<file path="src/verilog/scs_pkg.sv">
// Behaviour
// - commands go out on four active-low lines, captured on the rising clock
// - encodings: nop 111, active 011, read 101, write 100, bt 110, pre 010
// - setting the bank valid bit issues load-mode with mode value on address
// - mode value uses fixed defaults, only cas latency comes from configuration
// - precharge before opening a different row in an open bank, or before refresh with any bank open
// - active carries the row only, no bank lines; skipped when the row is already open
// - write puts column on address while data bus carries the word
// - first read word is captured two or three clocks after read command
// - nops after read let the burst run, one word per clock edge
// - every read ends in burst terminate; memory drives two cycles more
// - burst terminate goes out on the last word, single reads included
// - while another device is accessed the sdram chip select stays high
// - at least two inhibit cycles follow burst terminate before other access
// - refresh has chip select, row and column strobes low
// - during active the a10 line carries address bit 20, 19 or 18
// - during precharge the a10 line is high, all banks close
// - during read and write the a10 line is low, no autoprecharge
// - halfword fetches from a 32-bit memory are single, never bursts
package scs_pkg;
	localparam int CLK_MHZ = 125;
	localparam int REFRESH_NS = 7800;
	localparam int REFRESH_CYC = (REFRESH_NS * CLK_MHZ) / 1000;
	localparam int INH_CYC = 2;
	localparam int MAX_LEN = 4;
	localparam int COL_W = 8;
	localparam int ROW_W = 14;
	localparam int AP_BIT = 10;
	localparam logic [1:0] PS_32 = 2'h0;
	localparam logic [1:0] PS_8 = 2'h1;
	localparam logic [1:0] PS_16 = 2'h2;
	localparam logic [2:0] MODE_BL = 3'h7;
	localparam logic MODE_BT = 1'b0;
	localparam logic MODE_WB = 1'b1;
	localparam logic [2:0] MODE_CL2 = 3'h2;
	localparam logic [2:0] MODE_CL3 = 3'h3;
	typedef struct packed {
		logic cs_n;
		logic ras_n;
		logic cas_n;
		logic we_n;
	} scs_cmd_t;
	localparam scs_cmd_t CMD_INH = 4'hf;
	localparam scs_cmd_t CMD_NOP = 4'h7;
	localparam scs_cmd_t CMD_ACT = 4'h3;
	localparam scs_cmd_t CMD_RD = 4'h5;
	localparam scs_cmd_t CMD_WR = 4'h4;
	localparam scs_cmd_t CMD_BT = 4'h6;
	localparam scs_cmd_t CMD_PRE = 4'h2;
	localparam scs_cmd_t CMD_REF = 4'h1;
	localparam scs_cmd_t CMD_LMR = 4'h0;
	typedef enum logic [8:0] {
		ST_IDLE = 9'h001,
		ST_LMR = 9'h002,
		ST_PRE = 9'h004,
		ST_ACT = 9'h008,
		ST_WAIT = 9'h010,
		ST_RD = 9'h020,
		ST_WR = 9'h040,
		ST_INH = 9'h080,
		ST_REF = 9'h100
	} scs_state_t;
	typedef struct packed {
		logic wr;
		logic hw_fetch;
		logic [2:0] len;
		logic [27:0] addr;
		logic [31:0] wdata;
	} scs_req_t;
endpackage

</file>
<file path="src/verilog/sdram_command_sequencer.sv">
`timescale 1ns/1ps
module scs_fifo #(
	parameter int W = 32,
	parameter int D = 4
) (
	input wire logic clock_i,
	input wire logic nrst_i,
	input wire logic in_valid_i,
	output logic in_ready_o,
	input wire logic [W-1:0] in_data_i,
	output logic out_valid_o,
	input wire logic out_ready_i,
	output logic [W-1:0] out_data_o
);
	localparam int AW = (D > 1) ? $clog2(D) : 1;
	if (D < 2 || (D & (D - 1)) != 0)
	begin : g_chk
		$error("fifo depth must be a power of two of at least 2");
	end
	logic [W-1:0] mem [D];
	logic [AW-1:0] wp_ff;
	logic [AW-1:0] rp_ff;
	logic [AW:0] cnt_ff;
	logic [AW:0] nxt_cnt;
	logic push;
	logic pop;
	assign push = in_valid_i && in_ready_o;
	assign pop = out_valid_o && out_ready_i;
	assign nxt_cnt = cnt_ff + (AW+1)'(push) - (AW+1)'(pop);
	assign out_data_o = mem[rp_ff];
	always_ff @(posedge clock_i)
	begin
		if (push)
			mem[wp_ff] <= in_data_i;
	end
	always_ff @(posedge clock_i or negedge nrst_i)
	begin
		if (!nrst_i)
		begin
			wp_ff <= '0;
			rp_ff <= '0;
			cnt_ff <= '0;
			in_ready_o <= 1'b1;
			out_valid_o <= 1'b0;
		end
		else
		begin
			wp_ff <= wp_ff + AW'(push);
			rp_ff <= rp_ff + AW'(pop);
			cnt_ff <= nxt_cnt;
			in_ready_o <= nxt_cnt != (AW+1)'(D);
			out_valid_o <= nxt_cnt != '0;
		end
	end
endmodule // scs_fifo

////////////////////////////////////////////////////////////////////////////////
module sdram_command_sequencer
	import scs_pkg::*;
#(
	parameter int REF_CYC = REFRESH_CYC,
	parameter int FIFO_D = MAX_LEN
) (
	input wire logic clock_i,
	input wire logic nrst_i,
	input wire logic req_valid_i,
	output logic req_ready_o,
	input wire scs_req_t req_i,
	output logic rd_valid_o,
	input wire logic rd_ready_i,
	output logic [31:0] rd_data_o,
	input wire logic mode_load_i,
	input wire logic row_strobe_out_i,
	input wire logic [1:0] port_size_i,
	input wire logic [1:0] wait_i,
	input wire logic other_req_i,
	output logic other_gnt_o,
	output logic cs_n_o,
	output logic row_strobe_out_o,
	output logic column_strobe_out_o,
	output logic write_enable_out_o,
	output logic autoprecharge_addr_out_o,
	output logic [ROW_W-1:0] addr_o,
	input wire logic [31:0] dq_i,
	output logic [31:0] dq_o,
	output logic dq_oe_o
);
	if (FIFO_D < MAX_LEN || REF_CYC < 16 || REF_CYC > 65535)
	begin : g_chk
		$error("fifo must hold a whole burst, refresh count 16..65535");
	end
	function automatic logic [23:0] ladr(input logic [27:0] a,
		input logic [1:0] ps);
		logic [27:0] s;
		s = (ps == PS_32) ? (a >> 2) : (ps == PS_16) ? (a >> 1) : a;
		return s[23:0];
	endfunction

	scs_state_t st_ff, nxt_st, aft_ff, nxt_aft;
	scs_req_t req_ff, cur;
	scs_cmd_t cmd_ff, nxt_cmd;
	logic [3:0] cnt_ff, nxt_cnt, casv, lastc;
	logic [3:0] open_ff;
	logic [ROW_W-1:0] row_ff [4];
	logic [23:0] la, la_req;
	logic [1:0] bank;
	logic hit, accept, push, fifo_rdy, cas_ff;
	logic ref_due_ff, mode_pend_ff, nxt_gnt, ref_wrap;
	logic [15:0] ref_cnt_ff;
	logic [ROW_W-1:0] addr_ff, nxt_addr;
	logic ap_ff, nxt_ap;

	assign cur = (st_ff == ST_IDLE) ? req_i : req_ff;
	assign la = ladr(cur.addr, port_size_i);
	assign la_req = ladr(req_ff.addr, port_size_i);
	assign bank = la[23:22];
	assign hit = open_ff[bank] && row_ff[bank] == la[21:8];
	assign accept = st_ff == ST_IDLE && req_valid_i && req_ready_o;
	assign casv = cas_ff ? 4'h3 : 4'h2;
	assign lastc = casv + {1'b0, req_ff.len} - 4'h1;
	assign push = st_ff == ST_RD && cnt_ff >= casv && cnt_ff <= lastc;
	assign nxt_gnt = other_req_i && st_ff == ST_IDLE && nxt_st == ST_IDLE
		&& !accept;
	assign ref_wrap = ref_cnt_ff == '0;
	assign cs_n_o = cmd_ff.cs_n;
	assign row_strobe_out_o = cmd_ff.ras_n;
	assign column_strobe_out_o = cmd_ff.cas_n;
	assign write_enable_out_o = cmd_ff.we_n;
	assign addr_o = addr_ff;
	assign autoprecharge_addr_out_o = ap_ff;

	////////////////////////////////////////////////////////////////////////
	// sequencing
	always_comb
	begin
		nxt_st = st_ff;
		nxt_aft = aft_ff;
		nxt_cnt = cnt_ff + 4'h1;
		case (st_ff)
			ST_IDLE:
			begin
				nxt_cnt = '0;
				if (accept)
				begin
					if (hit)
						nxt_st = req_i.wr ? ST_WR : ST_RD;
					else if (open_ff[bank])
					begin
						nxt_st = ST_PRE;
						nxt_aft = ST_ACT;
					end
					else
						nxt_st = ST_ACT;
				end
				else if (other_gnt_o)
					nxt_st = ST_IDLE;
				else if (mode_pend_ff)
					nxt_st = ST_LMR;
				else if (ref_due_ff)
				begin
					nxt_st = (|open_ff) ? ST_PRE : ST_REF;
					nxt_aft = ST_REF;
				end
			end
			ST_PRE:
			begin
				nxt_cnt = '0;
				nxt_st = (wait_i != 2'h0) ? ST_WAIT : aft_ff;
			end
			ST_ACT:
			begin
				nxt_cnt = '0;
				nxt_aft = req_ff.wr ? ST_WR : ST_RD;
				nxt_st = (wait_i != 2'h0) ? ST_WAIT : nxt_aft;
			end
			ST_REF:
			begin
				nxt_cnt = '0;
				nxt_aft = ST_IDLE;
				nxt_st = (wait_i != 2'h0) ? ST_WAIT : ST_IDLE;
			end
			ST_WAIT:
			begin
				if (cnt_ff == {2'h0, wait_i} - 4'h1)
				begin
					nxt_cnt = '0;
					nxt_st = aft_ff;
				end
			end
			ST_RD:
			begin
				if (cnt_ff == lastc)
				begin
					nxt_cnt = '0;
					nxt_st = ST_INH;
				end
			end
			ST_INH:
			begin
				if (cnt_ff == 4'(INH_CYC - 1))
					nxt_st = ST_IDLE;
			end
			ST_WR, ST_LMR:
				nxt_st = ST_IDLE;
			default:
				nxt_st = ST_IDLE;
		endcase
	end

	// command, address and a10 that go with the state being entered
	always_comb
	begin
		nxt_cmd = CMD_NOP;
		nxt_addr = '0;
		nxt_ap = 1'b0;
		case (nxt_st)
			ST_IDLE, ST_INH:
				nxt_cmd = CMD_INH;
			ST_PRE:
			begin
				nxt_cmd = CMD_PRE;
				nxt_ap = 1'b1;
			end
			ST_ACT:
			begin
				nxt_cmd = CMD_ACT;
				nxt_addr = la[21:8];
				nxt_ap = la[COL_W+AP_BIT];
			end
			ST_RD:
			begin
				if (nxt_cnt == '0)
				begin
					nxt_cmd = CMD_RD;
					nxt_addr = {{(ROW_W-COL_W){1'b0}}, la[COL_W-1:0]};
				end
				else if (nxt_cnt == lastc)
					nxt_cmd = CMD_BT;
			end
			ST_WR:
			begin
				nxt_cmd = CMD_WR;
				nxt_addr = {{(ROW_W-COL_W){1'b0}}, la[COL_W-1:0]};
			end
			ST_REF:
				nxt_cmd = CMD_REF;
			ST_LMR:
			begin
				nxt_cmd = CMD_LMR;
				nxt_addr = {4'h0, MODE_WB, 2'h0, row_strobe_out_i ? MODE_CL3 : MODE_CL2,
					MODE_BT, MODE_BL};
			end
			default:
				nxt_cmd = CMD_NOP;
		endcase
	end

	always_ff @(posedge clock_i or negedge nrst_i)
	begin
		if (!nrst_i)
		begin
			st_ff <= ST_IDLE;
			aft_ff <= ST_IDLE;
			cnt_ff <= '0;
			cmd_ff <= CMD_INH;
			addr_ff <= '0;
			ap_ff <= 1'b0;
		end
		else
		begin
			st_ff <= nxt_st;
			aft_ff <= nxt_aft;
			cnt_ff <= nxt_cnt;
			cmd_ff <= nxt_cmd;
			addr_ff <= nxt_addr;
			ap_ff <= nxt_ap;
		end
	end

	// write data rides with the write command
	always_ff @(posedge clock_i or negedge nrst_i)
	begin
		if (!nrst_i)
		begin
			dq_o <= '0;
			dq_oe_o <= 1'b0;
		end
		else
		begin
			dq_o <= cur.wdata;
			dq_oe_o <= nxt_st == ST_WR;
		end
	end

	// request capture; halfword fetch from 32-bit memory is one word
	always_ff @(posedge clock_i or negedge nrst_i)
	begin
		if (!nrst_i)
			req_ff <= '0;
		else if (accept)
		begin
			req_ff <= req_i;
			if (req_i.len == 3'h0 || req_i.wr ||
				(port_size_i == PS_32 && req_i.hw_fetch))
				req_ff.len <= 3'h1;
			else if (req_i.len > 3'(MAX_LEN))
				req_ff.len <= 3'(MAX_LEN);
		end
	end

	// open row per bank
	always_ff @(posedge clock_i or negedge nrst_i)
	begin
		if (!nrst_i)
		begin
			open_ff <= '0;
			for (int i = 0; i < 4; i++)
				row_ff[i] <= '0;
		end
		else if (nxt_st == ST_PRE && st_ff != ST_PRE)
			open_ff <= '0;
		else if (nxt_st == ST_ACT && st_ff != ST_ACT)
		begin
			open_ff[bank] <= 1'b1;
			row_ff[bank] <= la[21:8];
		end
	end

	// refresh timer, mode pending, cas latency, grant and ready
	always_ff @(posedge clock_i or negedge nrst_i)
	begin
		if (!nrst_i)
		begin
			ref_cnt_ff <= 16'(REF_CYC - 1);
			ref_due_ff <= 1'b0;
			mode_pend_ff <= 1'b0;
			cas_ff <= 1'b0;
			other_gnt_o <= 1'b0;
			req_ready_o <= 1'b0;
		end
		else
		begin
			ref_cnt_ff <= ref_wrap ? 16'(REF_CYC - 1) : ref_cnt_ff - 16'h1;
			if (ref_wrap)
				ref_due_ff <= 1'b1;
			else if (nxt_st == ST_REF && st_ff != ST_REF)
				ref_due_ff <= 1'b0;
			if (mode_load_i)
				mode_pend_ff <= 1'b1;
			else if (nxt_st == ST_LMR)
				mode_pend_ff <= 1'b0;
			if (nxt_st == ST_LMR)
				cas_ff <= row_strobe_out_i;
			other_gnt_o <= nxt_gnt;
			req_ready_o <= nxt_st == ST_IDLE && !nxt_gnt && !other_req_i
				&& !mode_pend_ff && !mode_load_i && !ref_due_ff
				&& !rd_valid_o;
		end
	end

	scs_fifo #(
		.W(32),
		.D(FIFO_D)
	) u_rd_fifo (
		.clock_i(clock_i),
		.nrst_i(nrst_i),
		.in_valid_i(push),
		.in_ready_o(fifo_rdy),
		.in_data_i(dq_i),
		.out_valid_o(rd_valid_o),
		.out_ready_i(rd_ready_i),
		.out_data_o(rd_data_o)
	);

	////////////////////////////////////////////////////////////////////////
	// checks
	property p_rd_bt;
		@(posedge clock_i) disable iff (!nrst_i)
		cmd_ff == CMD_RD |-> ##[2:6] cmd_ff == CMD_BT;
	endproperty
	a_rd_bt: assert property (p_rd_bt) else $error("read not terminated");
	property p_bt_inh;
		@(posedge clock_i) disable iff (!nrst_i)
		cmd_ff == CMD_BT |=> cs_n_o [*2];
	endproperty
	a_bt_inh: assert property (p_bt_inh) else $error("inhibit short");
	property p_pre_ap;
		@(posedge clock_i) disable iff (!nrst_i)
		cmd_ff == CMD_PRE |-> autoprecharge_addr_out_o && open_ff == '0;
	endproperty
	a_pre_ap: assert property (p_pre_ap) else $error("precharge a10 low");
	property p_rw_ap;
		@(posedge clock_i) disable iff (!nrst_i)
		(cmd_ff == CMD_RD || cmd_ff == CMD_WR) |-> !autoprecharge_addr_out_o;
	endproperty
	a_rw_ap: assert property (p_rw_ap) else $error("autoprecharge asked");
	property p_gnt_inh;
		@(posedge clock_i) disable iff (!nrst_i)
		other_gnt_o |-> cs_n_o && $past(cs_n_o, 2);
	endproperty
	a_gnt_inh: assert property (p_gnt_inh) else $error("cs low in grant");
	property p_cas;
		@(posedge clock_i) disable iff (!nrst_i)
		cmd_ff == CMD_RD && !cas_ff |-> !push ##1 !push ##1 push;
	endproperty
	a_cas: assert property (p_cas) else $error("cas latency wrong");
	// a captured burst word must always find room in the read buffer
	property p_fifo;
		@(posedge clock_i) disable iff (!nrst_i)
		push |-> fifo_rdy;
	endproperty
	a_fifo: assert property (p_fifo) else $error("read word lost");
	property p_act_ap;
		@(posedge clock_i) disable iff (!nrst_i)
		cmd_ff == CMD_ACT |->
			autoprecharge_addr_out_o == la_req[COL_W+AP_BIT];
	endproperty
	a_act_ap: assert property (p_act_ap) else $error("active a10 bad");
	property p_hit;
		@(posedge clock_i) disable iff (!nrst_i)
		accept && hit |=> cmd_ff == CMD_RD || cmd_ff == CMD_WR;
	endproperty
	a_hit: assert property (p_hit) else $error("open row reopened");
	property p_miss;
		@(posedge clock_i) disable iff (!nrst_i)
		accept && open_ff[bank] && !hit |=> cmd_ff == CMD_PRE;
	endproperty
	a_miss: assert property (p_miss) else $error("row miss no precharge");
	property p_hw;
		@(posedge clock_i) disable iff (!nrst_i)
		accept && port_size_i == PS_32 && req_i.hw_fetch |=> req_ff.len == 3'h1;
	endproperty
	a_hw: assert property (p_hw) else $error("halfword burst");
	property p_lmr;
		@(posedge clock_i) disable iff (!nrst_i)
		cmd_ff == CMD_LMR |-> addr_o[6:4] == (cas_ff ? MODE_CL3 : MODE_CL2)
			&& addr_o[2:0] == MODE_BL;
	endproperty
	a_lmr: assert property (p_lmr) else $error("mode value wrong");
	c_rd: cover property (@(posedge clock_i) disable iff (!nrst_i)
		cmd_ff == CMD_RD ##[3:6] cmd_ff == CMD_BT);
	c_wr: cover property (@(posedge clock_i) disable iff (!nrst_i)
		cmd_ff == CMD_WR);
	c_ref: cover property (@(posedge clock_i) disable iff (!nrst_i)
		cmd_ff == CMD_PRE ##[1:4] cmd_ff == CMD_REF);
	c_gnt: cover property (@(posedge clock_i) disable iff (!nrst_i)
		cmd_ff == CMD_BT ##[3:8] other_gnt_o);
endmodule // sdram_command_sequencer

</file>
<file path="config.mk">
export PLATFORM = sky130hd
export DESIGN_NAME = sdram_command_sequencer
export DESIGN_NICKNAME = d
export VERILOG_FILES = /design/src/verilog/scs_pkg.sv /design/src/verilog/sdram_command_sequencer.sv
export SDC_FILE = /design/constraint.sdc
export NUM_CORES = 1
export LEC_CHECK = 0
export BUFFER_PORTS_ARGS = -buffer_cell sky130_fd_sc_hd__buf_2
export CORE_MARGIN = 1.5
export CORE_UTILIZATION = 60
export CTS_BUF_LIST = sky130_fd_sc_hd__clkbuf_2 sky130_fd_sc_hd__clkbuf_4 sky130_fd_sc_hd__clkbuf_8
export DETAILED_ROUTE_END_ITERATION = 8
export PLACE_DENSITY = 0.82
export SLEW_MARGIN = 25
export SYNTH_ARGS = -nofsm -noshare
export SYNTH_HDL_FRONTEND = slang
export SYNTH_SLANG_ARGS = --single-unit
</file>
<file path="constraint.sdc">
create_clock -name clock_i -period 5.9 [get_ports clock_i]
set_input_delay 0.295 -clock clock_i [delete_from_list [all_inputs] [get_ports clock_i]]
set_output_delay 0.295 -clock clock_i [all_outputs]
set_load 0.005 [all_outputs]
</file>
After elaboration in Yosys (flattened, before gate mapping)
Memories as Yosys holds them, arrays and structs flattened.
Cells that the tools add are included.
W data, S select, Z words.
- memory bits (writable): 128
- memories kept: 1
- bits in latches: 0
- output and inout bits: 87
- memory bits (read-only): 0
- word-level logic and storage cells: 185
- bits in registers: 226
- memory list (memory ; depth ; bits a word ; read ports ; clocked after Yosys merged registers in ; wr ports ; line ; text):
    u_rd_fifo.mem ; 4 ; 32 ; 1 ; 0 ; 1 ; sdram_command_sequencer.sv:20 ; logic [W-1:0] mem [D];
- div/mod/pow operators: 0
- $lt $le $gt $ge: 7
- multiply operators: 0
- reduce and logical (&&, ||, !) cells: 46
- bitwise gates (word level): 3
- shifts and indexed selects: 0
- equal/unequal tests: 30
- $add $sub $neg: 9
- muxes and demuxes: 58
- operator list (cell ; count):
    $mux W9 ; 15
    $pmux W9 S7 ; 1
    $mux W58 ; 1
    $bwmux W56 ; 1
    $pmux W14 S4 ; 1
    $mux W24 ; 2
    $mux W14 ; 3
    $bmux W14 S2 ; 1
    $demux W14 S2 ; 1
    $mux W7 ; 4
    $pmux W4 S7 ; 1
    $pmux W9 S3 ; 1
    $logic_and A1 B1 Y1 ; 22
    $mux W4 ; 5
    $eq A9 B1 Y1 const B ; 2
    $eq A9 B3 Y1 const B ; 2
    $eq A9 B4 Y1 const B ; 2
    $eq A9 B6 Y1 const B ; 2
    $eq A9 B8 Y1 const B ; 2
    $eq A9 B9 Y1 const B ; 2
    $logic_not A16 Y1 ; 1
    $mux W16 ; 1
    $sub A16 B1 Y16 const B ; 1
    $ne A3 B3 Y1 const B ; 5
    48 further kinds ; 74

Logic depth before layout (Yosys ltp)
Gate-level depths: netlist of run 1.
- word-level depth: 23
- gate-level depth with buffers: 18
- gate-level depth less buffers: 18

Cells and area by module
From an unflattened synthesis of run 1, not the netlist that was laid out.
- cells, all modules: 1413
- area, all modules: 16345.7 µm²
- by module, submodules not included (module ; area an instance (µm²) ; times used ; sequential area each (µm²) ; cells an instance):
    sdram_command_sequencer ; 11279.6 ; 1 ; 5346.4 ; 1215
    scs_fifo ; 5066.1 ; 1 ; 4070.2 ; 198

Worst setup path after synthesis of run 1
No wires, ideal clock.
- path type: register to register
- start: register cas_ff
- end: memory u_rd_fifo.mem[1][0], enable pin
- data arrival time: 4314 ps
- stages on the path, launching flop included: 13
- buffers on the path: 0
- path slack: 1118 ps
- cell sequence: dfrtp_1 -> inv_1 -> ha_1 -> inv_1 -> ha_1 -> inv_1 -> ha_1 -> nor2b_1 -> o21a_1 -> o21a_1 -> o21ai_0 -> nand4_1 -> nor3b_1
- longest elaborated chain between the ends: 8
- ends and longest elaborated chain (element ; line ; text):
    start: declaration ; sdram_command_sequencer.sv:107 ; logic hit, accept, push, fifo_rdy, cas_ff;
    start signal: assignment ; sdram_command_sequencer.sv:353 ; cas_ff <= row_strobe_out_i;
    $mux W1 * ; sdram_command_sequencer.sv:119 ; assign casv = cas_ff ? 4'h3 : 4'h2;
    $add A2 B3 Y4 ; sdram_command_sequencer.sv:120 ; assign lastc = casv + {1'b0, req_ff.len} - 4'h1;
    $sub A4 B1 Y4 ; sdram_command_sequencer.sv:120 ;
    $le A4 B4 Y1 ; sdram_command_sequencer.sv:121 ; assign push = st_ff == ST_RD && cnt_ff >= casv && cnt_ff <= lastc;
    $logic_and A1 B1 Y1 * ; sdram_command_sequencer.sv:121 ;
    $logic_and A1 B1 Y1 * ; sdram_command_sequencer.sv:27 ; assign push = in_valid_i && in_ready_o;
    $mux W1 * ; sdram_command_sequencer.sv:33 ; if (push)
    $mux W1 (implied by the code) * ; sdram_command_sequencer.sv:34 ; mem[wp_ff] <= in_data_i;
    end: declaration ; sdram_command_sequencer.sv:20 ;
Every way passes the cells marked *; elsewhere a longest branch is shown, timed or not.

Final worst setup path of run 1
- start: register st_ff[7]
- end: register addr_ff[2] (netlist: addr_o[2])
- longest elaborated chain between the ends: 15
- ends and longest elaborated chain (element ; line ; text):
    start: declaration ; sdram_command_sequencer.sv:99 ; scs_state_t st_ff, nxt_st, aft_ff, nxt_aft;
    start signal: assignment ; sdram_command_sequencer.sv:271 ; st_ff <= nxt_st;
    $eq A9 B1 Y1 ; sdram_command_sequencer.sv:113, sdram_command_sequencer.sv:118, sdram_command_sequencer.sv:139 ;
    $mux W58 ; sdram_command_sequencer.sv:113 ; assign cur = (st_ff == ST_IDLE) ? req_i : req_ff;
    $mux W24 (2 in a row) ; sdram_command_sequencer.sv:95 ; s = (ps == PS_32) ? (a >> 2) : (ps == PS_16) ? (a >> 1) : a;
    $not A2 Y3 (implied by the code) ; sdram_command_sequencer.sv:117 ; assign hit = open_ff[bank] && row_ff[bank] == la[21:8];
    $bmux W14 S2 ; sdram_command_sequencer.sv:117 ;
    $mux W14 (implied by the code) (2 in a row) ; sdram_command_sequencer.sv:117 ;
    $eq A14 B14 Y1 ; sdram_command_sequencer.sv:117 ;
    $logic_and A1 B1 Y1 ; sdram_command_sequencer.sv:117 ;
    $mux W7 ; sdram_command_sequencer.sv:145 ; if (hit)
    $mux W9 ; sdram_command_sequencer.sv:143 ; if (accept)
    $pmux W9 S7 ; sdram_command_sequencer.sv:139 ; case (st_ff)
    $eq A9 B2 Y1 (tied with other cells) ; sdram_command_sequencer.sv:216 ; case (nxt_st)
    $pmux W14 S4 * ; sdram_command_sequencer.sv:216 ;
    named net nxt_addr[2] ; sdram_command_sequencer.sv:110 ; logic [ROW_W-1:0] addr_ff, nxt_addr;
    end signal: assignment ; sdram_command_sequencer.sv:275 ; addr_ff <= nxt_addr;
    end: declaration ; sdram_command_sequencer.sv:110 ;
Mark *: on every way through the listed nets, which the timed path passes. The rest lies on a longest branch. The select of a mux whose other input is x is not followed.
A chain may end at the register's enable or synchronous reset.

==> results.md, run 1 <==
- Area growth from synthesis to layout: 21.46%
- First drt pass iteration count: 6
- Worst clock skew: 0.03203 ns
- Async SR Flop Fraction: 63.43%
- Drt wl/cell: 18.63 um
- Critical-path cell list: nor3_2 -> nand3_2 -> mux2_2 -> mux4_2 -> xnor2_1 -> nor4_1 -> nand3_1 -> nor4_4 -> nand2b_1 -> nand3_2 -> o221ai_1
- # resized after CTS: 0
- Total Routing Usage GR: 28.58%
- Fill count: 1,581
- Synth Area in Simple Gates: 15.53%
- Global-route wire length before repair: 59,950 um
- Mux cell area share after synthesis: 10.76%
- R2r endpoint: addr_o[2]$_DFF_PN0_
- Antenna Nets Post-Route: 0
- Vias per cell: 5.704
- Netlist cell types: 72
- Min cycle time layout: 4.809 ns
- R2r startpoint: st_ff[7]$_DFF_PN0_
- CTS sink count: 350
- Outcome: completed
- Static Leak: 8.653 nW
- Seq/Total Area, Yosys: 60.29%
- Die width: 164.3 um
- Drt drc: 0
- First DRT Iteration DRCs: 1,028
- Hold buffers post-CTS: 96
- Die H: 164.3 um
- Clk Latency, worst-skew pair: 0.59 ns
- Total Negative Setup Slacks: 0 ns
- Compound-gate portion of the synthesized area: 6.265%
- Worst IR drop on VDD: 0.2377 mV
- TritonCTS buffer count: 54
- TritonCTS clock tree: done
- Initial core utilization: 61.66%
- Internal: 0.004855 W
- Overflow after GRT: 0
- Reg2reg path depth: 11
- # Max-Cap Violations: 0
- Worst slew margin: 34.66%
- Layout cells sized above 1: 22.89%
- # rows: 58
- Worst Setup Path Type: reg -> reg
- Routed via count: 11,563
- DIE AREA: 27,010 sq um
- Setup-failing EPs final: 0
- Layout Cells excl Fill: 2,027
- Crit. End Element: flip-flop
- PD cells: 376.3 nW/um^2
- Unrepaired setup endpoints after global routing: no
- Buf+Inv Stages, Crit Path: 0
- Clk root buf: clkbuf_8
- Post-DP HPWL: 22,420 um
- I/O pins: 195
- Combinational Power Share: 29.0%
- F_max: 207.9 MHz
- Initial antenna violation count: 2
- Critical Path Most Common Cell: nand3_2
- Htree depth: 2
- Capture point of the worst path: addr_o[2]$_DFF_PN0_
- Largest net degree at the start of global routing: 95
- Vias in the first global route: 11,964
- Startpoint types: flip-flop
- Synthesized flop and latch total: 350
- Worst slew pin tran: 0.9801 ns
- Design Area, Final: 18,970 sq um
- CP startpoint: st_ff[7]$_DFF_PN0_
- Placed cell area: 16,810 sq um
- Top delay family on crit path: simple AND/OR/NAND/NOR gates
- WP depth: 11
- Gate Count Post-Synth: 1,357
- Worst min path class: in -> reg
- Max FO, Critical Path: 21
- Clk slew on worst S/H paths: 0.07 ns
- Synthesized area per cell: 11.51 sq um
- EDFF count, synth: 128
- Gp weighted congestion: 0.8817
- Ys flop type: dfrtp_1
- Hold Crit Start: req_i[64]
- Most frequent cells in the layout: 409 x nand2_1, 206 x dfrtp_1, 191 x buf_2, 128 x edfxtp_1, 96 x dlygate4sd3_1
- Post-synthesis xor/xnor area fraction: 2.748%
- Worst-case clock buffer depth: 3
- Crit-path max cell delay: 0.80 ns
- Sequential share of power: 40.4%
- Post-CTS Setup Bufs: 0
- Sw Ratio: 31.98%
- Yosys warnings: 0
- Core area: 25,330 sq um
- Port Buffer Count: 192
- Largest family of logic cells by synthesized area: simple AND/OR/NAND/NOR gates
- CP max-delay cell: mux2_2
- Commonest non-fill, non-tap cell in the layout: nand2_1
- Clk pwr share: 30.6%
- Worst path required time: 6.39 ns
- Fin. Hold Viols: 0
- Syn Std Cell Area: 15,620 sq um
- Post-Synth Adder-Cell Area: 1.490%
- Period utilization: 81.51%
- Flop2flop setup slack: 1.09 ns
- Psw: 0.002282 W
- Final Max Tran Viols: 0
- Critical path arrival: 5.30 ns
- Syn_nets: 1,483
- Routed wire length: 37,760 um
- Nets: 1,777
- Placed cells: 1,828
==> area by class of cell <==
type,count,area (sq um),area share [%]
clock inverter,13,133.9,0.7058
timing repair buffer,305,2063,10.88
inverter,31,116.4,0.6134
clock buffer,87,1047,5.521
antenna,2,5.005,0.02638
sequential,350,9419,49.65
multi-input combinational,909,5772,30.43
tap,330,412.9,2.177
==> power groups by stage <==
| stage | sequential (W) | combinational, W | clock [W] |
|---|---|---|---|
| 6_report | 0.00289 | 0.00207 | 0.00218 |
| 4_1_cts | 0.00288 | 0.00204 | 0.00221 |
| 5_1_grt | 0.00290 | 0.00226 | 0.00233 |
| 2_1_floorplan | 0.00285 | 0.00141 | 0 |
| 3_3_place_gp | 0.00291 | 0.00193 | 0 |
| 3_5_place_dp | 0.00292 | 0.00197 | 0 |
==> cells in the mapped netlist (3+ instances only) <==
cell type,number,area share (%)
and3_1,5,0.20
o22ai_1,5,0.20
nor3_1,12,0.38
a21oi_1,31,0.99
xnor2_1,24,1.3
clkbuf_1,37,0.89
buf_6,7,0.50
xor2_1,25,1.4
mux2i_1,70,4.5
mux2i_2,3,0.26
nand3b_1,3,0.14
nor4_1,13,0.52
and2_1,6,0.24
buf_4,5,0.24
nand4_1,3,0.12
or3_1,8,0.32
nand2_1,409,9.8
mux4_2,37,5.3
inv_1,30,0.72
or4_1,4,0.19
nor3b_1,3,0.14
nand3_2,3,0.19
buf_2,12,0.38
nand3_1,19,0.61
buf_1,6,0.14
nor2b_1,5,0.20
dfstp_2,14,2.4
ha_1,17,1.4
mux2_2,5,0.36
nand4b_1,4,0.22
o221ai_1,5,0.28
o21ai_1,30,0.96
nor2_1,43,1.0
o21ai_0,67,2.1
edfxtp_1,128,25
nand2b_1,6,0.24
dfrtp_1,208,33
==> sequential cells by signal, indices dropped and copies added, names as in the netlist, 2 cells and up <==
register and cells:
u_rd_fifo.cnt_ff 3, u_rd_fifo.wp_ff 2, ref_cnt_ff 16, addr_o 14
aft_ff 5, u_rd_fifo.rp_ff 2, st_ff 9, req_ff 62
open_ff 4, cnt_ff 4, u_rd_fifo.mem 128, row_ff 56
dq_o 32
==> worst min-delay path, delay by kind of cell <==
family / cells / cell delay, ns
buffers and inverters: 1 / 0.16
and+or+nand+nor: 1 / 0.07
AOI/OAI and AO/OA: 1 / 0.07
==> through the flow <==
| stage | util [%] | hold WS, ns | worst slack, ns | power [W] |
|---|---|---|---|---|
| 6_report | 74.90 | 0.05678 | 1.091 | 0.007137 |
| 5_1_grt | 74.89 | 0.04830 | 0.7814 | 0.007486 |
| 4_1_cts | 74.83 | 0.02287 | 1.070 | 0.007128 |
| 3_5_place_dp | 66.38 | 0.3629 | 1.084 | 0.004895 |
| 3_3_place_gp | 66.38 | 0.3615 | 1.179 | 0.004843 |
| 2_1_floorplan | - | -0.0005911 | 1.118 | 0.004260 |
==> worst min path at each step <==
stage,end,slack [ns],cells past startpoint
after floorplan,addr_o[0]$_DFF_PN0_,-0.0006,0
after global placement,dq_o[21]$_DFF_PN0_,0.36,1
after detailed placement,dq_o[21]$_DFF_PN0_,0.36,1
after CTS,req_ff[64]$_DFFE_PN0P_,0.02,3
after global routing,req_ff[64]$_DFFE_PN0P_,0.05,3
final,req_ff[64]$_DFFE_PN0P_,0.06,3
==> per-layer routing <==
| metal | track usage (%) | wire length, um | up-vias |
|---|---|---|---|
| met1 | 36.13 | 14830 | 5627 |
| met2 | 48.29 | 18580 | 513 |
| met3 | 6.288 | 3014 | 119 |
| met5 | 0 | 0 | - |
| met4 | 10.95 | 1338 | 0 |
| li1 | - | - | 5304 |
==> cells by family (layout without fill, tap and decap cells) <==
kind of cell / Yosys count / in the layout
simple gates: 558 / 558
flops: 350 / 350
xor+xnor: 49 / 49
mux: 118 / 118
fa+ha+maj: 18 / 18
other cells: 0 / 2
buf+inv: 98 / 436
compound gates: 166 / 166
Power figures use the tool's default switching activity.
==> run 2, diff against run 1 <==
--- a/config.mk
+++ b/config.mk
@@ -5,12 +5,13 @@
 export SDC_FILE = /design/constraint.sdc
 export NUM_CORES = 1
 export LEC_CHECK = 0
+export ABC_AREA = 1
 export BUFFER_PORTS_ARGS = -buffer_cell sky130_fd_sc_hd__buf_2
 export CORE_MARGIN = 1.5
-export CORE_UTILIZATION = 60
+export CORE_UTILIZATION = 55
 export CTS_BUF_LIST = sky130_fd_sc_hd__clkbuf_2 sky130_fd_sc_hd__clkbuf_4 sky130_fd_sc_hd__clkbuf_8
 export DETAILED_ROUTE_END_ITERATION = 8
-export PLACE_DENSITY = 0.82
+export PLACE_DENSITY = 0.79
 export SLEW_MARGIN = 25
 export SYNTH_ARGS = -nofsm -noshare
 export SYNTH_HDL_FRONTEND = slang
==> constraint.sdc (replaced) <==
create_clock -name clock_i -period 4.4 [get_ports clock_i]
set_input_delay 0.22 -clock clock_i [delete_from_list [all_inputs] [get_ports clock_i]]
set_output_delay 0.22 -clock clock_i [all_outputs]
set_load 0.005 [all_outputs]
==> run 2 against run 1 <==
Worst hold slack worse by 0.043 ns. Critical path depth up 14. Global-route usage down 2.8 points. Worst setup slack worse by 0.82 ns. Die area up 11%. Via count up 13%. Utilization down 6.3 points. Register-to-register slack worse by 0.82 ns. Largest power group unchanged.
==> results.md, run 2 <==
- F_max: 242.2 MHz
- Drt drc: 0
- Worst path required time: 4.85 ns
- Biggest register: u_rd_fifo.mem
- Die width: 173.5 um
- Final Max Tran Viols: 0
- Post-synthesis xor/xnor area fraction: 0.8215%
- Startpoint types: flip-flop
- Initial antenna violation count: 1
- Hold path depth: 4
- # rows: 62
- Synth top area cells: dfrtp_1 33%, edfxtp_1 24%, nand2_1 9.4%, o21ai_0 6.3%, nor2_1 4.0%
- Worst slew pin tran: 1.000 ns
- Largest regs: u_rd_fifo.mem: 128 flops, req_ff: 62 flops, row_ff: 56 flops
- First DRT Iteration DRCs: 853
- Fin. Hold Viols: 0
- Largest net degree at the start of global routing: 125
- WHS: 0.01380 ns
- Port Buffer Count: 192
- Overflow after GRT: 0
- Commonest non-fill, non-tap cell in the layout: nand2_1
- Layout Cells excl Fill: 2,433
- Number of flip-flops in the largest register: 128
- Placed cells: 2,227
- Syn_nets: 1,832
- First drt pass iteration count: 5
- TritonCTS buffer count: 55
- Synthesized flop and latch total: 350
- # Max-Cap Violations: 0
- DIE AREA: 30,110 sq um
- Min cycle time layout: 4.129 ns
- Flop2flop setup slack: 0.27 ns
- Critical path arrival: 4.58 ns
- TritonCTS clock tree: done
- Syn Std Cell Area: 15,990 sq um
- Worst min path class: in -> reg
- Compound-gate portion of the synthesized area: 12.17%
- Layout cells sized above 1: 20.12%
- Core area: 28,630 sq um
- Async SR Flop Fraction: 63.43%
- Setup-failing EPs final: 0
- Mux cell area share after synthesis: 0%
- Drt wl/cell: 15.89 um
- Worst IR drop on VDD: 0.3717 mV
- EDFF count, synth: 128
- Routed wire length: 38,660 um
- Design Area, Final: 19,630 sq um
- Nets: 2,128
- Top cells by count, synth: 399 x nand2_1, 208 x dfrtp_1, 201 x o21ai_0
- Reg2reg path depth: 25
- Core Util, Final: 68.58%
- Crit. End Element: flip-flop
- Unrepaired setup endpoints after global routing: yes
- Synth Area in Simple Gates: 20.07%
- Top-count cell post-synth: nand2_1
- Share of the synthesized area in the top cell type: 32.55%
- Placed cell area: 17,230 sq um
- Clk Latency, worst-skew pair: 0.60 ns
- Yosys warnings: 0
- Largest family of logic cells by synthesized area: simple AND/OR/NAND/NOR gates
- Post-Synth Adder-Cell Area: 1.455%
- Seq/Total Area, Yosys: 58.88%
- Static Leak: 9.178 nW
- Ys flop type: dfrtp_1
- Most frequent cells in the layout: 399 x nand2_1, 207 x dfrtp_1, 201 x o21ai_0, 191 x buf_2, 166 x nor2_1
- Die H: 173.5 um
- Gate Count Post-Synth: 1,706
- Worst slew margin: 33.31%
- Antenna Nets Post-Route: 0
- Crit path setup slack, layout: 0.2715 ns
- Worst clock skew: 0.01520 ns
- Synthesized area per cell: 9.374 sq um
- Netlist cell types: 55
- I/O pins: 195
- Post-DP HPWL: 23,260 um
- Setup WS pre-CTS: 0.3491 ns
- Outcome: completed
- PD cells: 529.5 nW/um^2
- Initial core utilization: 55.87%
- Vias in the first global route: 13,018
- Max FO, Critical Path: 34
- Clk slew on worst S/H paths: 0.06 ns
- Clk root buf: clkbuf_8
- Worst Setup Path Type: reg -> reg
- Gp weighted congestion: 0.9073
- Total Routing Usage GR: 25.82%
- Global-route wire length before repair: 63,360 um
- Leading area contributor after synthesis: dfrtp_1
- CTS sink count: 350
- Worst-case clock buffer depth: 3
- Period utilization: 93.83%
- Vias per cell: 5.371
- Htree depth: 2
- Routed via count: 13,067
- Area growth from synthesis to layout: 22.74%
[run 2: metal layers]
layer | GRT usage [%] | wire length, um | vias up
li1 | - | - | 6281
met1 | 33.12 | 16060 | 6232
met2 | 44.38 | 19020 | 467
met3 | 4.649 | 2578 | 87
met4 | 8.732 | 1011 | 0
met5 | 0 | 0 | -
[run 2: cell type report]
cell class	instances	area [sq um]
Antenna cell	1	2.502
Clock buffer	75	1001
Clock inverter	28	354.1
Fill cell	2080	8995
Inverter	175	661.9
Multi-Input combinational cell	1108	5543
Sequential cell	350	9418
Tap cell	384	480.5
Timing Repair Buffer	312	2170
[run 2: cells by family after synthesis]
family / count (synthesis)
buffers and inverters: 248
adder cells (fa/ha/maj): 18
AO/OA/AOI/OAI: 352
XOR/XNOR: 15
AND/OR/NAND/NOR: 723
flip-flops: 350
[run 2: worst paths after layout]
| kind | to | startpoint |
|---|---|---|
| min reg2reg | ref_cnt_ff[0]$_DFF_PN0_ | ref_cnt_ff[0]$_DFF_PN0_ |
| max in group asynchronous | row_ff[3]$_DFFE_PN0P_ | nrst_i |
| min | u_rd_fifo.rp_ff[0]$_DFF_PN0_ | rd_ready_i |
| max | row_ff[46]$_DFFE_PN0P_ | st_ff[0]$_DFF_PN1_ |
| max reg2reg | row_ff[46]$_DFFE_PN0P_ | st_ff[0]$_DFF_PN1_ |
| min in group asynchronous | dq_o[29]$_DFF_PN0_ | nrst_i |
[run 2: stage by stage]
step                      power (W)  setup TNS, ns
final                       0.01039              0
after global routing        0.01101         -1.846
after CTS                   0.01041              0
after detailed placement   0.007061              0
after global placement     0.006961              0
after floorplan            0.006070              0
[run 2: worst max-delay path, cell delays in order, from the launching register on]
cell and delay, ns:
dfstp_2 0.55, inv_2 0.05, nor2_2 0.11, nand2_4 0.11, inv_2 0.10, nand2_4 0.23
buf_4 0.30, o21ai_1 0.20, or2_0 0.14, nand2_1 0.05, nor2_1 0.24, inv_2 0.13
nand3_1 0.10, nand2_1 0.06, nand2_1 0.06, nor2_1 0.06, nand2_2 0.11, nor2_4 0.07
nand3_2 0.12, nand3_4 0.11, nor2_8 0.19, nand2_8 0.14, inv_4 0.13, nand2_2 0.32
nand2_1 0.17, o21ai_0 0.10
[run 2: what timing repair did]
action / 4_1_cts / 5_1_grt
hold buffers: 101 / 0
endpoints found under the hold margin: 336 / 0
gates resized for setup: 0 / 1
endpoints found under the setup margin: 0 / 44
buffers inserted: 0 / 0
[run 2: report_power, final]
| part | switching [W] | internal [W] | leakage, nW | total [W] |
|---|---|---|---|---|
| clock | 0.00131 | 0.00196 | 0.688 | 0.00327 |
| sequential | 0.000106 | 0.00361 | 4.16 | 0.00371 |
| combinational | 0.00232 | 0.00109 | 4.34 | 0.00342 |
| total | 0.00374 | 0.00665 | 9.18 | 0.0104 |
